--- src/shared/dmct_pkg.sv ---
// Purpose: shared constants and types of the dual mode compare timer
// Assumes: 10 MHz system clock, 8-bit cpu byte port with 3 address bits
// Notes: one cycle of the cpu port per access; no wait states
package dmct_pkg;

   // byte port address map
   localparam logic [2:0] ADDR_CNT_HI = 3'h0;
   localparam logic [2:0] ADDR_CNT_LO = 3'h1;
   localparam logic [2:0] ADDR_CMP_HI = 3'h2;
   localparam logic [2:0] ADDR_CMP_LO = 3'h3;
   localparam logic [2:0] ADDR_CTRL = 3'h4;
   localparam logic [2:0] ADDR_STAT = 3'h5;
   localparam logic [2:0] ADDR_IRQ_REQ = 3'h6;
   localparam logic [2:0] ADDR_IRQ_EN = 3'h7;

   // timer_control_reg fields
   localparam int CTL_HI_LEVEL = 7;
   localparam int CTL_WIDTH = 6;
   localparam int CTL_HSEL_HI = 5;
   localparam int CTL_HSEL_LO = 4;
   localparam int CTL_LO_LEVEL = 3;
   localparam int CTL_LSEL_TOP = 2;
   localparam int CTL_LSEL_HI = 1;
   localparam int CTL_LSEL_LO = 0;

   // timer_control_status fields
   localparam int ST_HI_OVF = 7;
   localparam int ST_HI_MATCH = 6;
   localparam int ST_HI_OVF_IE = 5;
   localparam int ST_HI_CLR = 4;
   localparam int ST_LO_OVF = 3;
   localparam int ST_LO_MATCH = 2;
   localparam int ST_LO_OVF_IE = 1;
   localparam int ST_LO_CLR = 0;
   localparam logic [7:0] ST_FLAG_MASK = 8'hCC;

   // interrupt request and enable register fields
   localparam int IRQ_HI = 1;
   localparam int IRQ_LO = 0;

   // reset values
   localparam logic [7:0] CNT_RST = 8'h00;
   localparam logic [7:0] CMP_RST = 8'hFF;
   localparam logic [7:0] CTRL_RST = 8'h00;
   localparam logic [7:0] STAT_RST = 8'h00;
   localparam logic [7:0] BYTE_MAX = 8'hFF;

   // prescaler taps
   localparam logic [4:0] PRE_DIV32_LAST = 5'h1F;
   localparam logic [3:0] PRE_DIV16_LAST = 4'hF;
   localparam logic [1:0] PRE_DIV4_LAST = 2'h3;

   // sub-clock source: one tick per 1/8192 s
   localparam int CLK_PERIOD_NS = 100;
   localparam int SUB_TICK_NS = 122070;
   localparam int SUB_TICK_CYC = SUB_TICK_NS / CLK_PERIOD_NS;
   localparam logic [10:0] SUB_LAST = 11'(SUB_TICK_CYC - 1);

   typedef enum logic [1:0]
   {
      SEL_DIV32,
      SEL_DIV16,
      SEL_DIV4,
      SEL_SUB
   } dmct_clksel_type;

endpackage

--- src/design/dmct_chan.sv ---
// Purpose: one 8-bit counter byte with its compare byte
// Assumes: load, clear and increment come from the timer core
// Notes: a cpu load wins over clear, clear wins over increment
`timescale 1ns/10ps
module dmct_chan
   import dmct_pkg::*;
(
   // clock and reset
   input wire logic clock,
   input wire logic reset,
   // counter controls
   input wire logic cnt_inc,
   input wire logic cnt_clr,
   input wire logic cnt_ld,
   input wire logic [7:0] cnt_ld_val,
   // compare controls
   input wire logic cmp_ld,
   input wire logic [7:0] cmp_ld_val,
   // state
   output logic [7:0] cnt_r,
   output logic [7:0] cmp_r
);

   // (RQ4) counter from zero
   always_ff @(posedge clock or posedge reset)
   begin
      if (reset)
      begin
         cnt_r <= CNT_RST;
      end
      else if (cnt_ld)
      begin
         cnt_r <= cnt_ld_val;
      end
      else if (cnt_clr)
      begin
         cnt_r <= CNT_RST;
      end
      else if (cnt_inc)
      begin
         cnt_r <= cnt_r + 8'h01;
      end
   end

   // (RQ5) compare from all ones
   always_ff @(posedge clock or posedge reset)
   begin
      if (reset)
      begin
         cmp_r <= CMP_RST;
      end
      else if (cmp_ld)
      begin
         cmp_r <= cmp_ld_val;
      end
   end

   // (RQ16) cpu load takes effect
   a_load_wins: assert property (@(posedge clock) disable iff (reset) // RQ16
      cnt_ld |=> cnt_r == $past(cnt_ld_val))
      else $error("counter byte did not take cpu load");

   // (RQ17) compare load takes effect
   a_cmp_load: assert property (@(posedge clock) disable iff (reset) // RQ17
      cmp_ld |=> cmp_r == $past(cmp_ld_val))
      else $error("compare byte did not take cpu load");

endmodule

--- src/design/dmct_timer.sv ---
// Purpose: 16-bit or dual 8-bit up-counter with output compare
// Assumes: cpu strobes last one cycle; read data valid one cycle later
// Notes: the slow source is derived from the system clock
//
// What this block does
// (RQ1) width bit 0: cascade bytes, high upper
// (RQ2) 16-bit mode counts on low clock select
// (RQ3) width bit 1: two counters, own selects
// (RQ4) reset loads counter bytes with zero
// (RQ5) reset loads compare bytes with ones
// (RQ6) 16-bit wrap sets high overflow flag
// (RQ7) overflow with enable sets irq request
// (RQ8) 8-bit wrap sets channel overflow flag
// (RQ9) 16-bit match sets match and request
// (RQ10) 8-bit match per channel, own flags
// (RQ11) high clear bit resets counter on match
// (RQ12) low clear bit resets low counter
// (RQ13) 16-bit match toggles high pin, presettable
// (RQ14) 8-bit match toggles channel pin, presettable
// (RQ15) flags clear by zero after read one
// (RQ16) cpu reads writes counter via staging
// (RQ17) cpu reads writes compare via staging; compare reads bypass the staging latch
// (RQ18) control picks width, clocks, pin levels
// (RQ19) cpu accesses upper byte first in 16-bit
// (RQ20) upper write stages, lower write commits
// (RQ21) upper counter read stages lower byte
// (RQ22) match fires as counter leaves value
// (RQ23) low channel idle in 16-bit mode
// (RQ24) hardware set beats software clear
`timescale 1ns/10ps
module dmct_timer
   import dmct_pkg::*;
(
   // clock and reset
   input wire logic clock,
   input wire logic reset,
   // cpu byte port
   input wire logic [2:0] bus_addr,
   input wire logic bus_wr,
   input wire logic bus_rd,
   input wire logic [7:0] bus_wdata,
   output logic [7:0] bus_rdata,
   // toggle output pins
   output logic high_toggle_pin,
   output logic low_toggle_pin,
   // interrupt lines to the cpu
   output logic irq_high,
   output logic irq_low
);

   logic [7:0] ctrl_r;
   logic [7:0] stat_r;
   logic [7:0] seen_r;
   logic [1:0] irq_req_r;
   logic [1:0] irq_en_r;
   logic [7:0] temp_r;
   logic [7:0] rdata_r;
   logic [4:0] pre_r;
   logic [10:0] sub_r;
   logic sub_tick_r;
   logic high_pin_r;
   logic low_pin_r;
   logic [7:0] cnt_h;
   logic [7:0] cnt_l;
   logic [7:0] cmp_h;
   logic [7:0] cmp_l;
   logic mode8;
   logic tick_h;
   logic tick_l;
   logic eq_h;
   logic eq_l;
   logic match_h;
   logic match_l;
   logic clr_h;
   logic clr_l;
   logic inc_h;
   logic inc_l;
   logic ovf_h;
   logic ovf_l;
   logic wr_ctrl;
   logic wr_stat;
   logic wr_req;
   logic wr_en;
   logic cnt_h_ld;
   logic cnt_l_ld;
   logic [7:0] cnt_h_val;
   logic cmp_h_ld;
   logic cmp_l_ld;
   logic [7:0] cmp_h_val;
   logic [7:0] rd_val;
   logic [7:0] flag_set;

   // chosen source strobes for one counter clock
   function automatic logic sel_tick(input dmct_clksel_type sel,
                                     input logic [4:0] pre,
                                     input logic sub);
      logic t;
      t = 1'b0;
      case (sel)
         SEL_DIV32: t = (pre == PRE_DIV32_LAST);
         SEL_DIV16: t = (pre[3:0] == PRE_DIV16_LAST);
         SEL_DIV4: t = (pre[1:0] == PRE_DIV4_LAST);
         default: t = sub;
      endcase
      return t;
   endfunction

   // free running prescaler
   always_ff @(posedge clock or posedge reset)
   begin
      if (reset)
      begin
         pre_r <= 5'h00;
      end
      else
      begin
         pre_r <= pre_r + 5'h01;
      end
   end

   // slow source divider
   always_ff @(posedge clock or posedge reset)
   begin
      if (reset)
      begin
         sub_r <= 11'h000;
         sub_tick_r <= 1'b0;
      end
      else
      begin
         sub_tick_r <= (sub_r == SUB_LAST);
         if (sub_r == SUB_LAST)
         begin
            sub_r <= 11'h000;
         end
         else
         begin
            sub_r <= sub_r + 11'h001;
         end
      end
   end

   assign mode8 = ctrl_r[CTL_WIDTH];

   // (RQ2) low select drives the cascade
   assign tick_l = sel_tick(dmct_clksel_type'(ctrl_r[CTL_LSEL_HI:CTL_LSEL_LO]),
                            pre_r, sub_tick_r);
   // (RQ3) high byte has its own select in 8-bit mode, low select in 16-bit
   assign tick_h = mode8 ?
      sel_tick(dmct_clksel_type'(ctrl_r[CTL_HSEL_HI:CTL_HSEL_LO]),
               pre_r, sub_tick_r) : tick_l;

   assign eq_h = (cnt_h == cmp_h);
   assign eq_l = (cnt_l == cmp_l);

   // (RQ22) match fires on the tick leaving the value
   // (RQ9) 16-bit compare uses both bytes
   assign match_h = mode8 ? (tick_h & eq_h) : (tick_l & eq_h & eq_l);
   // (RQ10) low channel compares its own bytes
   // (RQ23) low match idle in 16-bit mode
   assign match_l = mode8 & tick_l & eq_l;

   // (RQ11) high clear covers whole counter in 16-bit
   assign clr_h = match_h & stat_r[ST_HI_CLR];
   // (RQ12) low clear only from low channel in 8-bit
   assign clr_l = mode8 ? (match_l & stat_r[ST_LO_CLR]) : clr_h;

   // (RQ1) high byte counts on the low carry
   assign inc_l = tick_l & ~clr_l;
   assign inc_h = mode8 ? (tick_h & ~clr_h)
                        : (tick_l & (cnt_l == BYTE_MAX) & ~clr_h);

   // (RQ6) wrap of full width sets high overflow
   // (RQ8) wrap of each byte in 8-bit mode
   assign ovf_h = inc_h & (cnt_h == BYTE_MAX) &
                  (mode8 | (cnt_l == BYTE_MAX));
   assign ovf_l = mode8 & inc_l & (cnt_l == BYTE_MAX);

   // register write decode
   always_comb
   begin
      wr_ctrl = 1'b0;
      wr_stat = 1'b0;
      wr_req = 1'b0;
      wr_en = 1'b0;
      cnt_h_ld = 1'b0;
      cnt_l_ld = 1'b0;
      cmp_h_ld = 1'b0;
      cmp_l_ld = 1'b0;
      cnt_h_val = bus_wdata;
      cmp_h_val = bus_wdata;
      if (!bus_wr)
      begin
         wr_ctrl = 1'b0;
      end
      // (RQ20) upper byte only stages in 16-bit mode
      else if (bus_addr == ADDR_CNT_HI)
      begin
         cnt_h_ld = mode8;
      end
      else if (bus_addr == ADDR_CNT_LO)
      begin
         cnt_l_ld = 1'b1;
         cnt_h_ld = ~mode8;
         cnt_h_val = mode8 ? bus_wdata : temp_r;
      end
      else if (bus_addr == ADDR_CMP_HI)
      begin
         cmp_h_ld = mode8;
      end
      else if (bus_addr == ADDR_CMP_LO)
      begin
         cmp_l_ld = 1'b1;
         cmp_h_ld = ~mode8;
         cmp_h_val = mode8 ? bus_wdata : temp_r;
      end
      else if (bus_addr == ADDR_CTRL)
      begin
         wr_ctrl = 1'b1;
      end
      else if (bus_addr == ADDR_STAT)
      begin
         wr_stat = 1'b1;
      end
      else if (bus_addr == ADDR_IRQ_REQ)
      begin
         wr_req = 1'b1;
      end
      else
      begin
         wr_en = 1'b1;
      end
   end

   dmct_chan u_chan_high
   (
      .clock(clock),
      .reset(reset),
      .cnt_inc(inc_h),
      .cnt_clr(clr_h),
      .cnt_ld(cnt_h_ld),
      .cnt_ld_val(cnt_h_val),
      .cmp_ld(cmp_h_ld),
      .cmp_ld_val(cmp_h_val),
      .cnt_r(cnt_h),
      .cmp_r(cmp_h)
   );

   dmct_chan u_chan_low
   (
      .clock(clock),
      .reset(reset),
      .cnt_inc(inc_l),
      .cnt_clr(clr_l),
      .cnt_ld(cnt_l_ld),
      .cnt_ld_val(bus_wdata),
      .cmp_ld(cmp_l_ld),
      .cmp_ld_val(bus_wdata),
      .cnt_r(cnt_l),
      .cmp_r(cmp_l)
   );

   // (RQ20) staging latch takes upper write data
   // (RQ21) upper counter read captures lower byte
   always_ff @(posedge clock or posedge reset)
   begin
      if (reset)
      begin
         temp_r <= CNT_RST;
      end
      else if (bus_wr && !mode8 &&
               (bus_addr == ADDR_CNT_HI || bus_addr == ADDR_CMP_HI))
      begin
         temp_r <= bus_wdata;
      end
      else if (bus_rd && !mode8 && bus_addr == ADDR_CNT_HI)
      begin
         temp_r <= cnt_l;
      end
   end

   // (RQ18) control register
   always_ff @(posedge clock or posedge reset)
   begin
      if (reset)
      begin
         ctrl_r <= CTRL_RST;
      end
      else if (wr_ctrl)
      begin
         ctrl_r <= bus_wdata;
      end
   end

   assign flag_set = {ovf_h, match_h, 2'b00, ovf_l, match_l, 2'b00};

   // status flags and enables
   always_ff @(posedge clock or posedge reset)
   begin
      if (reset)
      begin
         stat_r <= STAT_RST;
         seen_r <= STAT_RST;
      end
      else
      begin
         for (int i = 0; i < 8; i++)
         begin
            if (!ST_FLAG_MASK[i])
            begin
               if (wr_stat)
               begin
                  stat_r[i] <= bus_wdata[i];
               end
            end
            // (RQ24) set beats clear
            else if (flag_set[i])
            begin
               stat_r[i] <= 1'b1;
            end
            // (RQ15) clear by zero only after read as one
            else if (wr_stat && !bus_wdata[i] && seen_r[i])
            begin
               stat_r[i] <= 1'b0;
               seen_r[i] <= 1'b0;
            end
            else if (bus_rd && bus_addr == ADDR_STAT && stat_r[i])
            begin
               seen_r[i] <= 1'b1;
            end
         end
      end
   end

   // (RQ7) request flags; cpu writes zero to clear
   always_ff @(posedge clock or posedge reset)
   begin
      if (reset)
      begin
         irq_req_r <= 2'h0;
      end
      else
      begin
         // (RQ24) set beats clear
         if (match_h || (ovf_h && stat_r[ST_HI_OVF_IE]))
         begin
            irq_req_r[IRQ_HI] <= 1'b1;
         end
         else if (wr_req && !bus_wdata[IRQ_HI])
         begin
            irq_req_r[IRQ_HI] <= 1'b0;
         end
         if (match_l || (ovf_l && stat_r[ST_LO_OVF_IE]))
         begin
            irq_req_r[IRQ_LO] <= 1'b1;
         end
         else if (wr_req && !bus_wdata[IRQ_LO])
         begin
            irq_req_r[IRQ_LO] <= 1'b0;
         end
      end
   end

   always_ff @(posedge clock or posedge reset)
   begin
      if (reset)
      begin
         irq_en_r <= 2'h0;
      end
      else if (wr_en)
      begin
         irq_en_r <= bus_wdata[1:0];
      end
   end

   // (RQ7) cpu sees a request only when enabled
   assign irq_high = irq_req_r[IRQ_HI] & irq_en_r[IRQ_HI];
   assign irq_low = irq_req_r[IRQ_LO] & irq_en_r[IRQ_LO];

   // (RQ13) high pin preset by control, toggled on match
   always_ff @(posedge clock or posedge reset)
   begin
      if (reset)
      begin
         high_pin_r <= 1'b0;
      end
      else if (wr_ctrl)
      begin
         high_pin_r <= bus_wdata[CTL_HI_LEVEL] ^ match_h;
      end
      else if (match_h)
      begin
         high_pin_r <= ~high_pin_r;
      end
   end

   // (RQ14) low pin preset by control, toggled on match
   always_ff @(posedge clock or posedge reset)
   begin
      if (reset)
      begin
         low_pin_r <= 1'b0;
      end
      else if (wr_ctrl)
      begin
         low_pin_r <= bus_wdata[CTL_LO_LEVEL] ^ match_l;
      end
      else if (match_l)
      begin
         low_pin_r <= ~low_pin_r;
      end
   end

   assign high_toggle_pin = high_pin_r;
   assign low_toggle_pin = low_pin_r;

   // register read mux
   always_comb
   begin
      rd_val = 8'h00;
      if (bus_addr == ADDR_CNT_HI)
      begin
         rd_val = cnt_h;
      end
      // (RQ21) lower counter read returns staged byte
      else if (bus_addr == ADDR_CNT_LO)
      begin
         rd_val = mode8 ? cnt_l : temp_r;
      end
      else if (bus_addr == ADDR_CMP_HI)
      begin
         rd_val = cmp_h;
      end
      else if (bus_addr == ADDR_CMP_LO)
      begin
         rd_val = cmp_l;
      end
      else if (bus_addr == ADDR_CTRL)
      begin
         rd_val = ctrl_r;
      end
      else if (bus_addr == ADDR_STAT)
      begin
         rd_val = stat_r;
      end
      else if (bus_addr == ADDR_IRQ_REQ)
      begin
         rd_val = {6'h00, irq_req_r};
      end
      else
      begin
         rd_val = {6'h00, irq_en_r};
      end
   end

   always_ff @(posedge clock or posedge reset)
   begin
      if (reset)
      begin
         rdata_r <= 8'h00;
      end
      else if (bus_rd)
      begin
         rdata_r <= rd_val;
      end
   end

   assign bus_rdata = rdata_r;

   a_match_flag: assert property (@(posedge clock) disable iff (reset) // RQ9
      match_h |=> stat_r[ST_HI_MATCH] && irq_req_r[IRQ_HI])
      else $error("high match did not set flag and request");

   a_ovf_flag: assert property (@(posedge clock) disable iff (reset) // RQ6
      ovf_h |=> stat_r[ST_HI_OVF] && cnt_h == 8'h00)
      else $error("high overflow flag not set on wrap");

   a_ovf_request: assert property (@(posedge clock) disable iff (reset) // RQ7
      ovf_l && stat_r[ST_LO_OVF_IE] |=> irq_req_r[IRQ_LO])
      else $error("low overflow did not raise request");

   a_clear_match: assert property (@(posedge clock) disable iff (reset) // RQ11
      clr_h && !bus_wr |=> cnt_h == 8'h00 && (mode8 || cnt_l == 8'h00))
      else $error("clear on match did not zero counter");

   a_low_idle: assert property (@(posedge clock) disable iff (reset) // RQ23
      !mode8 && !wr_ctrl |=> low_toggle_pin == $past(low_toggle_pin) &&
      !$rose(stat_r[ST_LO_MATCH]) && !$rose(stat_r[ST_LO_OVF]))
      else $error("low channel active in 16-bit mode");

   a_pin_toggle: assert property (@(posedge clock) disable iff (reset) // RQ13
      match_h && !wr_ctrl |=> high_toggle_pin != $past(high_toggle_pin))
      else $error("high pin did not toggle on match");

   a_flag_hold: assert property (@(posedge clock) disable iff (reset) // RQ15
      stat_r[ST_LO_MATCH] && !seen_r[ST_LO_MATCH] |=> stat_r[ST_LO_MATCH])
      else $error("match flag cleared without prior read");

   a_stage_commit: assert property (@(posedge clock) disable iff (reset) // RQ20
      bus_wr && !mode8 && bus_addr == ADDR_CNT_LO |=>
      cnt_h == $past(temp_r) && cnt_l == $past(bus_wdata))
      else $error("staged counter write did not commit both bytes");

   a_carry_cascade: assert property (@(posedge clock) disable iff (reset) // RQ1
      !mode8 && tick_l && cnt_l == BYTE_MAX && !clr_h && !bus_wr
      |=> cnt_h == $past(cnt_h) + 8'h01)
      else $error("high byte missed carry from low byte");

endmodule

--- config.mk ---
export PLATFORM = sky130hd
export DESIGN_NAME = dmct_timer
export DESIGN_NICKNAME = d
export VERILOG_FILES = /design/src/shared/dmct_pkg.sv /design/src/design/dmct_chan.sv /design/src/design/dmct_timer.sv
export SDC_FILE = /design/constraint.sdc
export NUM_CORES = 1
export LEC_CHECK = 0
export BUFFER_PORTS_ARGS = -buffer_cell sky130_fd_sc_hd__buf_2
export CAP_MARGIN = 20
export CELL_PAD_IN_SITES_DETAIL_PLACEMENT = 0
export CELL_PAD_IN_SITES_GLOBAL_PLACEMENT = 1
export CORE_UTILIZATION = 45
export DETAILED_ROUTE_END_ITERATION = 12
export PLACE_DENSITY_LB_ADDON = 0.1
export SLEW_MARGIN = 30
export SYNTH_ARGS = -nofsm -noshare
export SYNTH_HDL_FRONTEND = slang
export SYNTH_SLANG_ARGS = --single-unit
--- constraint.sdc ---
create_clock -name clock -period 3.3 [get_ports clock]
set_input_delay 0.33 -clock clock [delete_from_list [all_inputs] [get_ports clock]]
set_output_delay 0.33 -clock clock [all_outputs]
set_load 0.01 [all_outputs]
# == Yosys cells after proc, flatten, opt, wreduce, memory -nomap -nowiden ==
# Index checks and enable logic that the tools add are counted.
# W data, S select, Z words.
# word_totals
ff_bits,91
in_bits,15
wordCells,229
out_inout_bits,12
# classes
n_bitwise,29
mux,101
n_eq_ne,18
n_addsub,4
reduce_logical,53
# op_table
operator,n
$mux W8,24
$mux W1,73
$reduce_bool A2 Y1,13
$logic_and A1 B1 Y1,21
$and A1 B1 Y1,17
$add A8 B1 Y8 const B,2
$eq A8 B8 Y1,2
$eq A8 B8 Y1 const B,2
$add A11 B1 Y11 const B,1
$eq A11 B11 Y1 const B,1
$mux W11,1
$eq A3 B3 Y1 const B,3
$not A1 Y1,9
$reduce_and A2 Y1,4
$logic_not A1 Y1,7
$eq A2 B2 Y1 const B,3
$eq A3 B2 Y1 const B,2
$pmux W1 S3,2
$reduce_bool A3 Y1,2
$add A5 B1 Y5 const B,1
$eq A5 B5 Y1 const B,1
$eq A2 B1 Y1 const B,2
$eq A4 B4 Y1 const B,1
$logic_not A2 Y1,2
6 further kinds,9

# == Logic depth before layout (Yosys ltp) ==
# logic_depth
ltp_word,14
depth_mapped,8
depth_no_buf,7

# == Modules after synthesis ==
# From an unflattened synthesis, not the netlist that was laid out.
# hier_totals
hier_cells,484
area_unflattened_um2,5165.0
# modules_own_cells
mod,cells_each,instances,seq_area_each_um2,area_per_inst_um2
dmct_timer,346,1,1476.4,3535.9
dmct_chan,69,2,410.4,814.5

# == Least setup slack after synthesis ==
# OpenSTA, ideal clock, no wires.
# synth_path
path_kind,register to register
start,reg pre_r[0]
end,reg u_chan_high.cnt_r[5]
n_path_buf,1
t_required_ps,3179
path_stages_with_launch,9
t_arrival_ps,2002
period_less_slack_ps,2123
path_slack_ps,1177
setup_time_ps,121
cell_sequence,dfrtp_1 ha_1 and3_4 o221ai_2 or4_4 a22oi_4 buf_6 a31oi_1 o22a_1
# synth_via
elab_chain_cells,10
word_cells_on_any_way,19
cone_classes,eq/ne: 3; mux: 7; bitwise: 8; reduce/logical: 1
# synth_lines
item,line_no,source
start: declaration,dmct_timer.sv:58,logic [4:0] pre_r;
start signal: assignment,dmct_timer.sv:117,pre_r <= pre_r + 5'h01;
"$eq A5 B5 Y1, or another cell as far along",dmct_timer.sv:100,SEL_DIV32: t = (pre == PRE_DIV32_LAST);
$pmux W1 S3,dmct_timer.sv:99,case (sel)
$and A1 B1 Y1 / $mux W1 (equally long branches),"dmct_timer.sv:158, dmct_timer.sv:149",
$and A1 B1 Y1,dmct_timer.sv:158,assign match_h = mode8 ? (tick_h & eq_h) : (tick_l & eq_h & eq_l);
$mux W1,dmct_timer.sv:158,
$and A1 B1 Y1,dmct_timer.sv:164,assign clr_h = match_h & stat_r[ST_HI_CLR];
$not A1 Y1,"dmct_timer.sv:170, dmct_timer.sv:171",
"$and A1 B1 Y1, on equally long branches","dmct_timer.sv:171, dmct_timer.sv:170",
$mux W1,dmct_timer.sv:170,assign inc_h = mode8 ? (tick_h & ~clr_h)
$reduce_bool A3 Y1 (no line),-,
end signal: assignment,dmct_chan.sv:33,cnt_r <= cnt_ld_val;
end signal: assignment,dmct_chan.sv:41,cnt_r <= cnt_r + 8'h01;
end: declaration,dmct_chan.sv:20,"output logic [7:0] cnt_r,"
# Several ways; a longest one is shown, not always the timed one.
# A chain may end at the register's enable or synchronous reset.

# == Worst setup path in the final report ==
# layout_path
start,reg u_chan_high.cnt_r[5]
end,reg u_chan_low.cnt_r[4]
# layout_via
elab_chain_cells,9
word_cells_on_any_way,12
cone_classes,eq/ne: 1; mux: 4; bitwise: 6; reduce/logical: 1
# layout_lines
item,line_no,source
$eq A8 B8 Y1 (*),dmct_timer.sv:153,assign eq_h = (cnt_h == cmp_h);
$and A1 B1 Y1 (2 in a row),dmct_timer.sv:158,
$mux W1 (*),dmct_timer.sv:158,
$and A1 B1 Y1 (*),dmct_timer.sv:164,
$mux W1 (*),dmct_timer.sv:166,assign clr_l = mode8 ? (match_l & stat_r[ST_LO_CLR]) : clr_h;
$not A1 Y1,dmct_timer.sv:169,assign inc_l = tick_l & ~clr_l;
$and A1 B1 Y1,dmct_timer.sv:169,
$reduce_bool A3 Y1 (no line),-,
end signal: assignment,dmct_chan.sv:33,
end signal: assignment,dmct_chan.sv:41,
end: declaration,dmct_chan.sv:20,
# Every way passes the cells marked *; elsewhere a longest branch is shown, timed or not.

==> results list <==
- The final route contains 3804 vias.
* Final hold violation count: 0
- Clock insertion delay at the later pin of the skew report: 370 ps
- Synthesis inferred slightly above 90 register bits.
* Detailed-route wire length per cell: a little over 20 µm
* Clk pin slew, worst setup/hold paths: 90 ps
- Of all flip-flops after synthesis, the portion carrying an async set or reset was 100%.
- Synth cell types: 57
- After floorplanning, the core was sized to cover 10800 µm².
- During synthesis, Yosys emitted a total of 0 warnings.
- STA classifies the critical path startpoint as a flip-flop.
- In this run the worst hold path is classified as in2async.
* Outcome: finished, violations left
- Category of the critical setup timing path: reg2reg
- The average instance in the mapped netlist occupies 10.3 µm².
- The first detailed-routing pass ran for 8 iterations.
- Final critical-path required period: about 2400 ps
- Worst reg2reg setup slack: 860 ps
* Register area: 2300 µm²
* Clock root buffer master: clkbuf_8
- After routing the design area is 5560 µm².
- Layout cell share with drive strength beyond 1: 21.5%
- For this run, the leading register cell type out of synthesis is dfrtp_1.
- For this design, the sink count on the clock tree is about 90.
- 1st-iter DRT viols: between 200 and 250
- For this run, the register share of the synthesized area comes to 45.8%.
* Pin count of the biggest net entering global routing: 53
* Worst Hold Margin: 70.2 ps
- Leading area contributor after synthesis: dfrtp_1
* Area of combinational cells with multiple inputs: 2570 µm²
- Port Buf Inserts: 26
- Detailed placement finished with a half-perimeter wire length of approximately 9800 µm.
- Global routing used 24.9% of the available tracks.
- Wire length of the first global-routing pass: 21100 µm
* Arrival time reported for the critical path endpoint: roughly 2700 ps
* Highest Clock Rate: 409 MHz
- Maximum clock skew at final layout: 11.6 ps
- Data required, critical path: ~3500 ps
- In this run the number of H-tree levels came out at 3.
* Total wirelength of the detailed-routed design: 13500 µm
- Overall die height: 108 µm
- Once the floorplan was initialized, standard cells occupied 46.2% of the core.
- The floorplan has 38 rows.
* Cell Area, Placed: 5330 µm²
* Unrepaired setup endpoints after global routing: no
- Number of nets with antenna violations after detailed routing: 0
- Slew Limit Fails: 0
* Initial antenna violation count: 0
- In this run the post-CTS setup repair buffer count came out at 0.
- TritonCTS built the clock tree.
- Gates resized, CTS repair: 0
* EDFF count, synth: 0
- Worst setup EP type: flip-flop
- No sink is reached through more buffers than the 2 on the longest clock path.
- In this run the count of I/O pins placed on the die edge is 27.
- Setup violations remaining at the end of the flow were counted as 0.
- Top fanout value on the critical path: 8
- Post-layout nets: 531
- Number of nets in the synthesized netlist: around 510
- Total of fill cells in the finished design: 1011
- Leakage power: 0.00234 µW
- Horizontal extent of the die: approximately 110 µm
* Synthesized netlist cell count: 487
* Setup_tns: 0 ps
- Global routing finished with a remaining overflow of 0.
* Hold buffer count at CTS: 0
- After synthesis the cells add up to 5010 µm².
- Leading cell types by total area after synthesis: dfrtp_1 37%, mux2i_1 9.6%, dfstp_2 8.4%
- Maximum Capacitance Violations: 0
* Area share of the largest cell type after synthesis: 37.5%
- Post-route clock period utilization: around three quarters
- For this design the ratio of total power to cell area is 680 nW/µm².
- The number of global-route vias before repair came to approximately 3600.
- Die footprint: between 10000 and 15000 µm²
- Number of buffers created by CTS: 9
- From synthesis to final layout, the design area changed by 10.9%.
* RD Place Congestion: about 0.82
- Violations in the final reports: design-rule violations
* Vias per inst: 5.80
* Worst max-slew margin expressed relative to the limit: approximately 52%
- Pin slew with the least headroom to its limit: 717 ps
- 0 antenna diodes ended up in the layout.
* Max rail drop VDD: 0.327 mV
- DRC errors left: 2
routing by layer:
layer  vias up  track usage (%)  part of all wire [%]
li1       1811                -                     -
met1      1885             36.3                    49
met2        84             36.4                    44
met3        24             4.24                   4.2
met4         0             9.98                   2.6
met5         -                0                     0
layout make-up:
class / count / area share, %
multi-input cells: 362 / 46.3
flip-flops and latches: 91 / 41.3
repair buffers: 40 / 4.46
well taps: 140 / 3.15
clock buffers: 10 / 2.30
clock inverters: 5 / 1.87
inverters: 8 / 0.585
synth_stat cells, types with 5 or more instances:
master     n
a21oi_1   31
a31oi_1   13
and2_1     5
and3_1    11
buf_1      6
buf_2      9
clkbuf_1  10
dfrtp_1   75
dfstp_2   16
inv_1      8
mux2_2    24
mux2i_1   48
nand2_1   39
nand2b_1   5
nand3_1   13
nand4_1    8
nor2_1    36
o21ai_0   25
o22a_1     6
o22ai_1    9
xnor2_1   15
xor2_1    20
cells in the final DEF, fill, tap and decap left out, drive strengths merged, types with 16 or more instances in the layout:
cell	instances
a21oi	31
buf	40
dfrtp	75
dfstp	16
mux2	24
mux2i	48
nand2	39
nor2	37
o21ai	26
xor2	20
per-stage QoR:
step                      instances  util [%]  setup WS [ps]  power [µW]
after global routing            656      51.3            683        4010
after CTS                       656      51.3            857        3800
after detailed placement        641      49.1            880        2890
final                           656      51.3            858        3780
after global placement          641      49.1            959        2860
after floorplan                 487         -            633        2500
critical path: stages (launching register included):
cell and delay, ps:
dfrtp_1 470, xor2_1 170, nor4_1 550, nand3_1 280, nand2b_1 220, o21ai_1 440, o21ai_0 180
path summary, 6_finish.rpt:
| kind | start | endpoint | depth (start not counted) |
|---|---|---|---|
| worst min-delay path | reset | sub_r[0] | 2 |
| worst max register to register | u_chan_high.cnt_r[5] | u_chan_low.cnt_r[4] | 6 |
| worst max-delay path | u_chan_high.cnt_r[5] | u_chan_low.cnt_r[4] | 6 |
| min in group clock | bus_wdata[2] | u_chan_low.cnt_r[2] | 3 |
| max in group asynchronous | reset | u_chan_high.cmp_r[2] | 3 |
| worst min register to register | pre_r[0] | pre_r[0] | 1 |
registers in the layout (all words and copies together), names as in the netlist:
| signal | cells |
|---|---|
| u_chan_high.cnt_r | 8 |
| sub_tick_r | 1 |
| u_chan_low.cmp_r | 8 |
| stat_r | 8 |
| u_chan_high.cmp_r | 8 |
| seen_r | 4 |
| high_toggle_pin | 1 |
| u_chan_low.cnt_r | 8 |
| pre_r | 5 |
| low_toggle_pin | 1 |
| irq_req_r | 2 |
| irq_en_r | 2 |
| bus_rdata | 8 |
| sub_r | 11 |
| ctrl_r | 8 |
| temp_r | 8 |
cells by family after synthesis:
logic type | share of synthesized area (%)
and+or+nand+nor | 14.2
AOI/OAI and AO/OA | 13.6
DFF | 45.8
muxes | 16.3
xor gates and xnor gates | 6.12
buffers and inverters | 2.92
adders and majority gates | 0.999
report_power, final:
| part | internal [µW] | leakage [µW] | switching (µW) | total [µW] |
|---|---|---|---|---|
| Sequential | 1460 | 0.00107 | 357 | 1810 |
| Combinational | 511 | 0.00115 | 556 | 1070 |
| Clock | 500 | 0.000116 | 399 | 898 |
Power figures use the tool's default switching activity.
